<file path="config.mk">
export PLATFORM = sky130hd
export DESIGN_NAME = bitop_branch_exec
export DESIGN_NICKNAME = d
export VERILOG_FILES = /design/src/rtl/bitop_pkg.sv /design/src/rtl/bitop_branch_exec.sv /design/src/rtl/bank_addr_gen.sv
export SDC_FILE = /design/constraint.sdc
export NUM_CORES = 1
export LEC_CHECK = 0
export BUFFER_PORTS_ARGS = -buffer_cell sky130_fd_sc_hd__buf_2
export CAP_MARGIN = 25
export CORE_UTILIZATION = 34
export CTS_CLUSTER_DIAMETER = 100
export CTS_CLUSTER_SIZE = 40
export DETAILED_ROUTE_END_ITERATION = 6
export PLACE_DENSITY = 0.66
export SYNTH_ARGS = -nofsm -noshare
export SYNTH_HDL_FRONTEND = slang
export SYNTH_SLANG_ARGS = --single-unit
</file>
<file path="constraint.sdc">
create_clock -name sys_clk -period 5.8 [get_ports sys_clk]
set_input_delay 0.29 -clock sys_clk [delete_from_list [all_inputs] [get_ports sys_clk]]
set_output_delay 0.29 -clock sys_clk [all_outputs]
set_load 0.005 [all_outputs]
</file>
<file path="src/rtl/bitop_pkg.sv">
// Package of opcode fields, timing and reset values for the bit/branch unit.
package bitop_pkg;
   localparam int PC_W = 21;
   localparam int ADDR_W = 12;
   // Opcode patterns and field positions.
   localparam logic [3:0] OPC_BIT_INVERT = 4'h7;
   localparam logic [3:0] OPC_SKIP_CLEAR = 4'hb;
   localparam logic [3:0] OPC_SKIP_SET = 4'ha;
   localparam logic [7:0] OPC_BRANCH_OVF = 8'he4;
   localparam int OP_HI_POS = 12;
   localparam int BIT_POS = 9;
   localparam int ACC_POS = 8;
   // Two-word instructions announce themselves by these top-bit prefixes.
   localparam logic [6:0] OPC_CALL_HI = 7'h76;
   localparam logic [3:0] OPC_GOTO_HI = 4'he;
   localparam logic [7:0] OPC_GOTO_LO = 8'hef;
   localparam logic [7:0] OPC_LFSR = 8'hee;
   localparam logic [3:0] OPC_MOVFF = 4'hc;
   // Access bank split: low half maps to bank 0, high half to bank 15.
   localparam logic [7:0] ACC_SPLIT = 8'h80;
   localparam logic [3:0] ACC_HI_BANK = 4'hf;
   // Last quarter-phase index per instruction cycle, and PC step per word.
   localparam logic [1:0] Q_LAST = 2'h3;
   localparam logic [PC_W-1:0] PC_STEP = 21'h000002;
   localparam logic [PC_W-1:0] PC_RESET = 21'h000000;
   localparam logic [7:0] BYTE_RESET = 8'h00;
   typedef enum logic [1:0] {
      EX_NORMAL = 2'b00,
      EX_FLUSH1 = 2'b01,
      EX_FLUSH2 = 2'b10
   } ex_state_t;
endpackage

</file>
<file path="src/rtl/bitop_branch_exec.sv">
// Execution unit for bit invert, overflow branch and bit-test skips.
// Overview of operation
// - Bit invert flips bit b of the addressed byte and writes it back.
// - Bit invert opcode is 0111, then 3-bit index, access bit, address.
// - Access bit 0 uses the access bank and ignores the bank register.
// - Access bit 1 builds the address from the bank register.
// - Overflow branch loads PC+2+2n only when the overflow flag is 1.
// - Offset is 8-bit two's complement, sign-extended before doubling.
// - Overflow branch is upper byte 1110 0100, offset in low byte.
// - Taken branch costs two cycles with a flush; untaken costs one.
module bitop_branch_exec (
   // Clock and reset.
   input wire logic sys_clk,
   input wire logic rst,
   // Fetch path: instruction word being executed and the one prefetched.
   input wire logic [15:0] instr_word,
   input wire logic [15:0] next_word,
   // Core state inputs.
   input wire logic ovf_flag,
   input wire logic [3:0] bank_select_reg,
   input wire logic [bitop_pkg::PC_W-1:0] pc_in,
   // Data memory read data.
   input wire logic [7:0] mem_rdata,
   // Data memory access.
   output logic [bitop_pkg::ADDR_W-1:0] mem_addr,
   output logic mem_we,
   output logic [7:0] mem_wdata,
   // Program counter load and phase indication.
   output logic pc_we,
   output logic [bitop_pkg::PC_W-1:0] pc_wdata,
   output logic [1:0] q_phase,
   output logic flush_active
);
   import bitop_pkg::*;

   // Phase counter and flush sequencer state.
   logic [1:0] q_r;
   ex_state_t state_r;
   ex_state_t state_nxt;
   // Operand address, modified byte and branch target held across phases.
   logic [ADDR_W-1:0] addr_comb;
   logic [ADDR_W-1:0] addr_r;
   logic [7:0] data_r;
   logic [PC_W-1:0] target_r;
   // Decode results and fields of the word in execution.
   logic is_invert;
   logic is_bov;
   logic is_skip;
   logic skip_cond;
   logic next_long;
   logic executing;
   logic take_r;
   logic [2:0] bit_idx;
   logic [PC_W-1:0] offset_ext;

   // Opcode decode; only meaningful outside flush cycles.
   assign executing = (state_r == EX_NORMAL);
   assign is_invert = instr_word[15:OP_HI_POS] == OPC_BIT_INVERT;
   assign is_bov = instr_word[15:8] == OPC_BRANCH_OVF;
   assign is_skip = (instr_word[15:OP_HI_POS] == OPC_SKIP_CLEAR) ||
      (instr_word[15:OP_HI_POS] == OPC_SKIP_SET);
   assign bit_idx = instr_word[BIT_POS+2:BIT_POS];
   // Set-skip has low opcode bit 0, clear-skip has it 1.
   assign skip_cond = instr_word[OP_HI_POS] ? ~mem_rdata[bit_idx]
      : mem_rdata[bit_idx];
   // Prefetched word decides whether one or two words are discarded.
   assign next_long = (next_word[15:9] == OPC_CALL_HI) ||
      (next_word[15:8] == OPC_GOTO_LO) || (next_word[15:8] == OPC_LFSR) ||
      (next_word[15:OP_HI_POS] == OPC_MOVFF);
   // Offset sign extension happens before the doubling shift.
   assign offset_ext = {{(PC_W-8){instr_word[7]}}, instr_word[7:0]};

   bank_addr_gen u_addr (
      .file_addr(instr_word[7:0]),
      .access_sel(instr_word[ACC_POS]),
      .bank_select_reg(bank_select_reg),
      .data_addr(addr_comb)
   );

   // Four-phase counter: Q1 decode, Q2 read, Q3 process, Q4 write.
   always_ff @(posedge sys_clk) begin
      if (rst) begin
         q_r <= 2'h0;
      end else begin
         q_r <= q_r + 2'h1;
      end
   end

   // Flush sequencing decided at Q4 of each instruction cycle.
   always_comb begin
      state_nxt = state_r;
      if (q_r == Q_LAST) begin
         case (state_r)
            EX_NORMAL: begin
               // The PC load already holds the Q3 overflow decision, so a
               // flag that moves in Q4 cannot split the load from the flush.
               if (pc_we) begin
                  state_nxt = EX_FLUSH1;
               end else if (is_skip && take_r) begin
                  state_nxt = next_long ? EX_FLUSH2 : EX_FLUSH1;
               end
            end
            EX_FLUSH2: state_nxt = EX_FLUSH1;
            EX_FLUSH1: state_nxt = EX_NORMAL;
            default: state_nxt = EX_NORMAL;
         endcase
      end
   end

   always_ff @(posedge sys_clk) begin
      if (rst) begin
         state_r <= EX_NORMAL;
      end else begin
         state_r <= state_nxt;
      end
   end

   // Operand address latched in Q1 so it holds still for the Q4 write,
   // even if the bank register changes while the instruction runs.
   always_ff @(posedge sys_clk) begin
      if (rst) begin
         addr_r <= '0;
      end else if (executing && (q_r == 2'h0)) begin
         addr_r <= addr_comb;
      end
   end

   // Modified byte formed at the end of Q2 from the read data. The mask
   // has a single set bit, so the other seven bits pass unchanged.
   always_ff @(posedge sys_clk) begin
      if (rst) begin
         data_r <= BYTE_RESET;
      end else if (executing && (q_r == 2'h1)) begin
         data_r <= mem_rdata ^ (8'h01 << bit_idx);
      end
   end

   // Skip decision taken from the same Q2 read. It is acted upon only
   // for the two test-and-skip opcodes, so a stale value does no harm.
   always_ff @(posedge sys_clk) begin
      if (rst) begin
         take_r <= 1'b0;
      end else if (executing && (q_r == 2'h1)) begin
         take_r <= skip_cond;
      end
   end

   // Branch target formed at the end of Q2 so it is ready for the Q3
   // edge that raises the PC load. The fetch has already advanced the
   // PC, hence the extra word step on top of the doubled offset.
   always_ff @(posedge sys_clk) begin
      if (rst) begin
         target_r <= PC_RESET;
      end else if (executing && (q_r == 2'h1)) begin
         target_r <= pc_in + PC_STEP + (offset_ext << 1);
      end
   end

   // Memory address presented from Q2 on. In Q1 the freshly formed
   // address goes straight out so the read has a full cycle to settle.
   always_ff @(posedge sys_clk) begin
      if (rst) begin
         mem_addr <= '0;
      end else begin
         mem_addr <= (q_r == 2'h0 && executing) ? addr_comb : addr_r;
      end
   end

   // Write strobe for Q4 only. Flush cycles never write, because the
   // decode is ignored while the sequencer is out of its normal state.
   always_ff @(posedge sys_clk) begin
      if (rst) begin
         mem_we <= 1'b0;
      end else begin
         mem_we <= executing && is_invert && (q_r == 2'h2);
      end
   end

   // Write data follows the modified byte. It only matters with the
   // strobe, so it runs free and needs no enable of its own.
   always_ff @(posedge sys_clk) begin
      if (rst) begin
         mem_wdata <= BYTE_RESET;
      end else begin
         mem_wdata <= data_r;
      end
   end

   // PC load pulses in Q4 of a taken branch only; an untaken branch
   // leaves Q4 idle and the fetch simply carries on.
   always_ff @(posedge sys_clk) begin
      if (rst) begin
         pc_we <= 1'b0;
      end else begin
         pc_we <= executing && is_bov && ovf_flag && (q_r == 2'h2);
      end
   end

   // Branch target presented alongside the load strobe.
   always_ff @(posedge sys_clk) begin
      if (rst) begin
         pc_wdata <= PC_RESET;
      end else begin
         pc_wdata <= target_r;
      end
   end

   // Phase reported one cycle behind the internal counter, as the core
   // samples it through its own register stage.
   always_ff @(posedge sys_clk) begin
      if (rst) begin
         q_phase <= 2'h0;
      end else begin
         q_phase <= q_r;
      end
   end

   // Flush flag follows the next sequencer state, so it rises in the
   // very first no-operation cycle rather than one cycle late.
   always_ff @(posedge sys_clk) begin
      if (rst) begin
         flush_active <= 1'b0;
      end else begin
         flush_active <= (state_nxt != EX_NORMAL);
      end
   end
endmodule

</file>
<file path="src/rtl/bank_addr_gen.sv">
// Banked data-memory address former for file-addressed instructions.
module bank_addr_gen (
   // Instruction fields.
   input wire logic [7:0] file_addr,
   input wire logic access_sel,
   // Bank register contents.
   input wire logic [3:0] bank_select_reg,
   // Formed data memory address.
   output logic [bitop_pkg::ADDR_W-1:0] data_addr
);
   import bitop_pkg::*;

   // Access bank ignores the bank register; otherwise it selects the page.
   always_comb begin
      if (!access_sel) begin
         if (file_addr < ACC_SPLIT) begin
            data_addr = {4'h0, file_addr};
         end else begin
            data_addr = {ACC_HI_BANK, file_addr};
         end
      end else begin
         data_addr = {bank_select_reg, file_addr};
      end
   end
endmodule

</file>
-- Yosys cells after proc, flatten, opt, wreduce, memory -nomap -nowiden
Index checks and enable logic that the tools add are counted.
- add/subtract/negate cells: 3
- order comparisons: 2
- equality and inequality tests: 12
- shift operators: 1
- multiplexer cells: 10
- bitwise logic cells: 2
- reduce and logical (&&, ||, !) cells: 15
- operators with widths (operator ; count):
    == test 8 bit (second input constant) ; 3
    two-way mux 12 bit ; 2
    adder 21 x 2 -> 21 bit (second input constant) ; 1
    adder 21 bit ; 1
    == test 4 bit (second input constant) ; 3
    logical AND 1 bit ; 8
    < comparator 8 bit (second input constant) ; 1
    two-way mux 2 bit ; 4
    << shifter 1 x 3 -> 8 bit (first input constant) ; 1
    XOR 8 bit ; 1
    == test 7 bit (second input constant) ; 1
    == test 2 bit (second input constant) ; 3
    == test 4 x 3 -> 1 bit (second input constant) ; 1
    zero test 2 bit ; 2
    logical OR 1 bit ; 4
    < comparator 3 x 4 -> 1 bit (second input constant) ; 1
    case mux 2 bit (2 select lines) ; 1
    binary-select mux 1 bit (select 3 bit) ; 1
    adder 2 x 1 -> 2 bit (second input constant) ; 1
    == test 2 x 1 -> 1 bit (second input constant) ; 1
    two-way mux 1 bit ; 2
    nonzero test 2 bit ; 1
    NOT 1 bit ; 1
- register bits after elaboration: 80
- bits of input ports: 68
- output and inout port bits: 46
- logic and storage cells: 57

-- Logic depth before layout (Yosys ltp)
Gate-level depths: netlist (run 1).
- depth after elaboration: 10
- depth in mapped cells: 12
- depth with buffers taken out: 12

-- By module
Synthesis (run 1) repeated with hierarchy kept, for this count alone.
- cells, all modules: 451
- area total of the unflattened synthesis: 4061.4 µm²
- modules (own cells, without submodules) (module ; times used ; cells an instance ; area each (µm²) ; sequential area each (µm²)):
    bitop_branch_exec ; 1 ; 439 ; 3956.3 ; 1601.5
    bank_addr_gen ; 1 ; 12 ; 105.1 ; 0.0

-- Worst setup path before layout (run 1)
No wires, ideal clock.
- kind: input port to flip-flop
- start: input instr_word[1]
- end: register target_r[20]
- setup time: 117 ps
- arrival: 2293 ps
- data required time: 5683 ps
- setup slack: 3390 ps
- stages: 10
- buffers on the path: 0
- cell sequence: ha_1 -> ha_1 -> inv_1 -> fa_1 -> nor2b_4 -> o31a_2 -> o21ai_2 -> a211oi_1 -> or3_1 -> a32o_1
- cells in the longest elaborated chain, start to end: 1
- ends and longest elaborated chain (element ; RTL line ; text):
    start: declaration ; bitop_branch_exec.sv:16 ; input wire logic [15:0] instr_word,
    adder 21 bit ; bitop_branch_exec.sv:155 ; target_r <= pc_in + PC_STEP + (offset_ext << 1);
    end signal: assignment ; bitop_branch_exec.sv:155 ;
    end: declaration ; bitop_branch_exec.sv:44 ; logic [PC_W-1:0] target_r;
No other way between the ends.
A chain may end at the register's enable or synchronous reset.

-- Final worst setup path (run 1)
- start: input instr_word[7]
- end: register target_r[20]
Same word-level chain as after synthesis.

==> metrics, run 1 <==
global-route wire length before repair=15920 um; Max clock buf depth=2; die width=110.0 um; initial antenna violation count=1; Core Area=11420 um2; Post-Route WL=9819 um; Max Slew Vio Count=0; Synth Warn #=0; register area=1602 um2; Worst setup EP type=flip-flop; Synth Area per Inst=9.017 um2; clock sink count=80; largest net degree at the start of global routing=67; die height=110.0 um; Detail Route Antenna Nets=0; num ports=114; Syn Std Cell Area=3968 um2; nets@finish=649; row count=39; RePlAce Congestion=0.8790; CP arrival=2700 ps; TNS Setup=0 ps; Async S/R FF share, synth=0%; 1st-pass router iterations=6; post-synthesis sequential area ratio=40.37%; post-CTS sizing=0; cts bufs inserted=9; Max-Slew Margin vs Limit=53.03%; CP Launch Type=input pin; WP data required=6030 ps; DR DRC count=2; gr ovfl total=0; Worst IR Drop VDD=156.6 uV; leakage power=0.002305 uW; Max Cap Viol=0; DR WL/cell=14.29 um; final instance area=4930 um2; GRT Util Overall=17.23%; EDFF count, synth=0; syn nets=550; critical path fanouts, max=15; Fmax=405.9 MHz; outcome=finished, violations left; unrepaired setup endpoints after global routing=no; Final setup viols=0; TritonCTS clock tree=built; die area=12110 um2; clock-pin slew on the worst setup and hold paths=70 ps; Syn Inst Count=440; failing checks=DRC; initial core utilization=34.75%; n_diodes=0; vias in the first global route=3209; most frequent cells in the layout=buf_2 (103), dfxtp_1 (80), nand2_1 (43), ha_1 (41), nor2b_1 (35); worst slew pin tran=704.5 ps; PortBufs=103; H-tree levels=3; Layout fillers=1167; Power Density=302.6 nW/um2; library cells used by synthesis=51; Post-CTS Setup Bufs=0; placed cell area=4618 um2; # hold bufs at CTS=0; Hold WC Path Type=input pin to flip-flop; multi-input logic area=2243 um2; post-route setup slack=3337 ps; DR vias/cell=4.948; clk_skew=7.769 ps; pre-CTS setup slack=3010 ps; DR iter-0 viols=158; Area Growth Syn to Fin=24.25%; Seq cells post-synth=80; Final Hold Viols=0; Main synth FF type=dfxtp_1; Root Driver=clkbuf_16; most common cell after layout, fill and taps aside=buf_2; DR vias=3399; post-DP HPWL=7213 um; Worst Setup Path Type=input pin to flip-flop; Skew-Pair Late Insertion Delay=340 ps; Final period util=42.47%; layout cells sized above 1=23.53%; Final min period=2463 ps
[cell usage after synthesis, types with 4 or more instances]
cell / count / area share, %
o21a_1: 6 / 1.1
and2_1: 5 / 0.79
o21ai_0: 15 / 1.9
inv_1: 13 / 1.2
or3_1: 7 / 1.1
nand4_1: 5 / 0.79
nand2_1: 43 / 4.1
nand2b_1: 4 / 0.63
a32o_1: 4 / 1.0
ha_1: 41 / 13
nand3_1: 7 / 0.88
a21oi_1: 33 / 4.2
xnor2_1: 8 / 1.8
nor2_1: 31 / 2.9
nor2b_1: 35 / 5.5
clkbuf_1: 16 / 1.5
xor2_1: 10 / 2.2
nor3_1: 9 / 1.1
a21o_1: 6 / 1.1
o211ai_1: 4 / 0.76
dfxtp_1: 80 / 40
a211oi_1: 16 / 3.0
[stage by stage]
stage / cells / hold WS [ps] / util [%] / power, uW
floorplan: 440 / 366.1 / - / 814.1
global placement: 671 / 429.9 / 40.44 / 904.9
detailed placement: 671 / 445.0 / 40.44 / 911.8
CTS: 687 / 152.2 / 43.17 / 1507
global route: 687 / 145.6 / 43.17 / 1582
finish: 687 / 158.0 / 43.17 / 1492
[flip-flops by register name, summed over array words and instances, names as in the netlist]
register / count
data_r: 8
flush_active: 1
mem_addr: 12
mem_wdata: 8
mem_we: 1
pc_wdata: 21
pc_we: 1
q_phase: 2
q_r: 2
state_r: 2
take_r: 1
target_r: 21
[critical path: stages]
cell and delay [ps]:
buf_2 290, ha_1 290, ha_1 380, a2111o_1 460
o21ai_2 190, a211oi_1 130, or3_1 390, a32o_1 260
[layout make-up]
class	instances	share of cell area [%]
multi-input combinational	328	45.51
sequential	80	32.49
inverter	13	0.9898
clock inverter	7	1.751
timing repair buffer	107	11.07
tap	143	3.629
clock buffer	9	4.569
[worst paths after layout]
| check | start | to | slack (ps) | cells after the start |
|---|---|---|---|---|
| max | instr_word[7] | target_r[20] | 3340 | 8 |
| min | instr_word[15] | mem_we | 160 | 2 |
| max reg2reg | state_r[1] | target_r[17] | 3730 | 7 |
| min reg2reg | mem_addr[5] | mem_addr[5] | 450 | 2 |
[power by group]
group,switching [uW],total [uW],internal [uW]
registers,15.6,610,595
clock network,247,589,342
logic,165,292,127
total,428,1490,1060
[logic make-up (layout without fill, tap and decap cells)]
family / count (synthesis) / in the layout / share of synthesized area [%]
AND/OR/NAND/NOR: 157 / 157 / 20.15
AO/OA/AOI/OAI: 109 / 109 / 18.48
adder cells (fa/ha/maj): 42 / 42 / 13.43
flip-flops: 80 / 80 / 40.37
multiplexers: 2 / 2 / 0.5046
buffers and inverters: 32 / 136 / 3.091
XOR/XNOR: 18 / 18 / 3.973
[layer usage]
layer	share of wire (%)	wire [um]	up-vias	GRT usage, %
met4	1.7	168	2	5.429
met3	4.7	465	17	4.644
met5	0.10	10	-	0
li1	-	-	1763	-
met1	50	4879	1545	23.81
met2	44	4295	72	25.94
Note: power is estimated with default switching activity, not from simulation.
==> run 2: changes to the inputs <==
Settings changed: PLACE_DENSITY 0.66 to 0.68.
Clock period 5.8 ns to 2.2 ns, I/O delays scaled along.
==> metrics, run 2 (synthesis results as in run 1) <==
outcome=finished, violations left; failing checks=DRC; critical path's top delay family=compound AO/OA/AOI/OAI gates; GRT Util Overall=17.57%; vias in the first global route=3411; worst slew pin tran=493.0 ps; cell depth of the worst setup path=11; Worst Setup Path Type=input pin to flip-flop; DR vias=3635; R2R cell count=7; Post-Route WL=10300 um; DR WL/cell=14.09 um; biggest regs=pc_wdata: 21 flops, target_r: 21 flops, mem_addr: 12 flops; DR DRC count=2; Critical Path Source=instr_word[1]; clock sink count=80; global-route wire length before repair=16240 um; combinational share of power=22.0%; Critical Path End=target_r[20]; Power Density=769.5 nW/um2; H-tree levels=3; final core occ=46.11%; leakage power=0.002508 uW; WP data required=2430 ps; most common cell after layout, fill and taps aside=buf_2; unrepaired setup endpoints after global routing=no; critical path fanouts, max=4; most frequent CP cell=ha_1; die width=110.0 um; initial antenna violation count=0; Final setup viols=0; gr ovfl total=0; Worst IR Drop VDD=436.1 uV; post-route setup slack=113.0 ps; Core Area=11420 um2; reg2reg end=target_r[17]; Final period util=94.86%; row count=39; switching portion of total power=28.32%; Fmax=479.2 MHz; Area Growth Syn to Fin=32.70%; die area=12110 um2; Worst Hold Slack=11.26 ps; nets@finish=692; fin cells=731; Root Driver=clkbuf_16; sequential power share=39.7%; Pint=2904 uW; clk_skew=6.438 ps; largest net degree at the start of global routing=50; die height=110.0 um; Max Slew Vio Count=0; most frequent cells in the layout=buf_2 (103), dfxtp_1 (80), buf_4 (46), nand2_1 (43), ha_1 (41); cts bufs inserted=9; 1st-pass router iterations=7; Hold WC Path Type=input pin to flip-flop; PortBufs=103; Max clock buf depth=2; clock-pin slew on the worst setup and hold paths=60 ps; Final min period=2087 ps; Clk pwr share=38.4%; Detail Route Antenna Nets=0; Slowest-stage cell, CP=or3_1; hold path depth=2; Max-Slew Margin vs Limit=67.13%; worst r2r src=q_r[1]; critical path cell sequence=buf_2 -> ha_1 -> ha_1 -> inv_1 -> fa_2 -> nor2b_4 -> o31a_2 -> o21ai_2 -> a211oi_2 -> or3_1 -> a32o_1; r2r setup slk=540 ps; Buf+Inv Stages, Crit Path=2; initial core utilization=34.75%; CP arrival=2310 ps; DR vias/cell=4.973; TNS Setup=0 ps; Skew-Pair Late Insertion Delay=340 ps; DR iter-0 viols=157; pre-CTS setup slack=-233.8 ps; layout cells sized above 1=29.30%; RePlAce Congestion=0.8958; biggest cell delay along the critical path=370 ps; Final Hold Viols=0; Placed Cells incl. Taps=713; Worst setup EP type=flip-flop; CP Launch Type=input pin; Max Cap Viol=0; post-DP HPWL=8000 um; TritonCTS clock tree=built; num ports=114; Net Sw Power=1147 uW
-- run 2: cell types whose count changed in the layout (fill, tap and decap cells not counted), sizes merged --
| cell | previous run | this run |
|---|---|---|
| diode | 0 | 1 |
| dlygate4sd3 | 0 | 1 |
| buf | 107 | 149 |
| clkinv | 2 | 0 |
| inv | 16 | 18 |
-- run 2: repair_timing --
item | in CTS | in global routing
setup endpoints to repair | 0 | 1
hold endpoints to repair | 1 | 0
hold buffers | 1 | 0
setup buffers | 0 | 0
gates resized for setup | 0 | 1
-- run 2: worst register-to-register path: cells and delay by family, from the launching register on --
family,cells,cell delay [ps]
buffers and inverters,1,100
adders and majority gates,1,170
and+or+nand+nor,5,1020
DFF,1,330
-- run 2: metal layers --
metal  GRT usage (%)  up-vias  part of all wire (%)
met1           23.38     1676                    48
met3           3.469       16                   4.8
met5               0        -                     0
met4           6.952        0                   2.0
met2           27.86       98                    46
li1                -     1845                     -
-- run 2: per-stage QoR --
step	cell area, um2	power, uW
floorplan	3970	2147
global placement	4936	2503
detailed placement	4936	2525
CTS	5258	4092
global route	5263	4268
finish	5265	4051
-- run 2: power by group through the flow --
| stage | Clock [uW] | Combinational [uW] | Sequential [uW] |
|---|---|---|---|
| final | 1550 | 890 | 1610 |
| after floorplan | 0 | 508 | 1640 |
| after global placement | 0 | 866 | 1640 |
| after global routing | 1650 | 996 | 1620 |
| after CTS | 1590 | 894 | 1610 |
| after detailed placement | 0 | 885 | 1640 |
-- run 2: area by class of cell --
class                      instances  area (um2)
inverter                          13       48.80
clock inverter                     7       86.33
tap                              143       178.9
multi-input combinational        328        2251
antenna                            1       2.502
timing repair buffer             150       870.8
clock buffer                       9       225.2
fill                            1137        6153
sequential                        80        1602
-- run 2: worst min path at each step --
stage	slack, ps	startpoint	to
5_1_grt	20	pc_in[0]	target_r[0]
3_3_place_gp	340	pc_in[0]	target_r[0]
2_1_floorplan	190	instr_word[15]	mem_we
6_report	10	pc_in[0]	target_r[0]
3_5_place_dp	350	instr_word[15]	mem_we
4_1_cts	7	pc_in[0]	target_r[0]
==> run 3: changes to the inputs <==
Settings changed: PLACE_DENSITY 0.68 to 0.66.
Clock period 2.2 ns to 2 ns, I/O delays scaled along.
==> metrics, run 3 (synthesis results as in run 1) <==
DR vias/cell=4.973; Final Hold Viols=0; Detail Route Antenna Nets=0; placed cell area=5040 um2; num ports=114; die width=110.0 um; worst slew pin tran=504.8 ps; CP arrival=2220 ps; RePlAce Congestion=0.8887; failing checks=DRC; Worst Setup Path Type=input pin to flip-flop; outcome=finished, violations left; Clk pwr share=38.8%; H-tree levels=3; Core Area=11420 um2; Net Sw Power=1248 uW; Critical Path Source=instr_word[7]; overall power=4595 uW; 1st-pass router iterations=6; Power Density=846.7 nW/um2; gr ovfl total=0; Worst IR Drop VDD=611.6 uV; worst r2r src=q_r[1]; PortBufs=103; critical path fanouts, max=8; reg2reg end=target_r[17]; GRT Util Overall=17.70%; row count=39; Pint=3346 uW; nets@finish=698; Post-Route WL=10350 um; layout cells sized above 1=31.37%; Fmax=501.7 MHz; min-delay src=instr_word[0]; Final setup viols=0; die height=110.0 um; DR DRC count=2; Final min period=1993 ps; Area Growth Syn to Fin=36.77%; Hold Crit Endpoint=mem_addr[0]; TNS Setup=0 ps; initial core utilization=34.75%; combinational share of power=22.7%; sequential power share=38.5%; switching portion of total power=27.17%; initial antenna violation count=0; clock sink count=80; unrepaired setup endpoints after global routing=yes; Max-Slew Margin vs Limit=66.34%; Hold WC Path Type=input pin to flip-flop; Worst setup EP type=flip-flop; clock-pin slew on the worst setup and hold paths=60 ps; DR vias=3660; leakage power=0.002552 uW; die area=12110 um2; Skew-Pair Late Insertion Delay=330 ps; n_diodes=0; vias in the first global route=3445; most frequent cells in the layout=buf_2 (102), dfxtp_1 (80), buf_4 (50), nand2_1 (43); R2R cell count=7; TritonCTS clock tree=built; largest net degree at the start of global routing=51; WP data required=2230 ps; r2r setup slk=270 ps; CP Launch Type=input pin; final instance area=5426 um2; biggest regs=pc_wdata: 21 flops, target_r: 21 flops, mem_addr: 12 flops; hold path depth=3; Final period util=99.66%; Max Slew Vio Count=0; cts bufs inserted=9; Max Cap Viol=0; post-DP HPWL=7942 um; DR iter-0 viols=154; Root Driver=clkbuf_16; DR WL/cell=14.07 um; most common cell after layout, fill and taps aside=buf_2; clk_skew=7.713 ps; Max clock buf depth=2; global-route wire length before repair=16500 um
## run 3: changes by cell type in the layout (fill, tap and decap cells not counted), moves of 2 or more
cell / before / now
ha_1: 41 / 35
inv_6: 3 / 1
inv_1: 13 / 11
clkinv_4: 0 / 2
buf_4: 46 / 50
o21ai_0: 15 / 12
ha_4: 0 / 6
o21ai_1: 0 / 3
inv_2: 0 / 2
## run 3: worst max-delay path by stage
stage	end	slack (ps)	depth (start not counted)
4_1_cts	target_r[20]	5	8
3_5_place_dp	target_r[19]	-340	10
6_report	target_r[18]	7	11
3_3_place_gp	target_r[20]	-280	8
2_1_floorplan	target_r[20]	-30	10
5_1_grt	target_r[20]	-20	10
## run 3: power groups by stage
| stage | clock network [uW] | logic [uW] | registers (uW) |
|---|---|---|---|
| 4_1_cts | 1820 | 1040 | 1770 |
| 3_5_place_dp | 0 | 1020 | 1800 |
| 2_1_floorplan | 0 | 585 | 1800 |
| 6_report | 1780 | 1040 | 1770 |
| 5_1_grt | 1890 | 1160 | 1780 |
| 3_3_place_gp | 0 | 999 | 1800 |
## run 3: worst max-delay path, cell delays in order
cell,delay (ps)
clkbuf_4,170
ha_1,310
ha_1,340
o211ai_1,140
a211oi_1,270
buf_4,160
o21ai_4,70
buf_4,140
o21ai_0,230
xor2_1,100
a22o_1,180
## run 3: cell type report
class / count / area [um2]
Fill cell: 1137 / 5992
Multi-Input combinational cell: 328 / 2345
Sequential cell: 80 / 1602
Timing Repair Buffer: 156 / 924.6
Clock buffer: 9 / 225.2
Tap cell: 143 / 178.9
Clock inverter: 7 / 102.6
Inverter: 13 / 48.80
## run 3: stage by stage
step	utilization, %	cells	setup WS, ps	hold slack, ps
floorplan	-	440	-30.79	176.1
global placement	44.14	717	-281.8	305.6
detailed placement	44.14	717	-338.8	313.2
CTS	47.29	735	4.911	18.71
global route	47.52	736	-17.64	29.00
finish	47.52	736	6.835	26.13
## run 3: routing by layer
layer	GRT usage (%)	up-vias	part of all wire (%)
li1	-	1857	-
met1	21.86	1693	46
met2	29.78	90	48
met3	4.821	20	4.6
met4	5.619	0	1.9
met5	0	-	0
## run 3: repair_timing
action	4_1_cts	5_1_grt
resized for setup	1	6
endpoints found under the setup margin	1	7
pin swaps	0	3
hold buffers	2	0
setup buffers	0	1
hold endpoints to repair	2	0
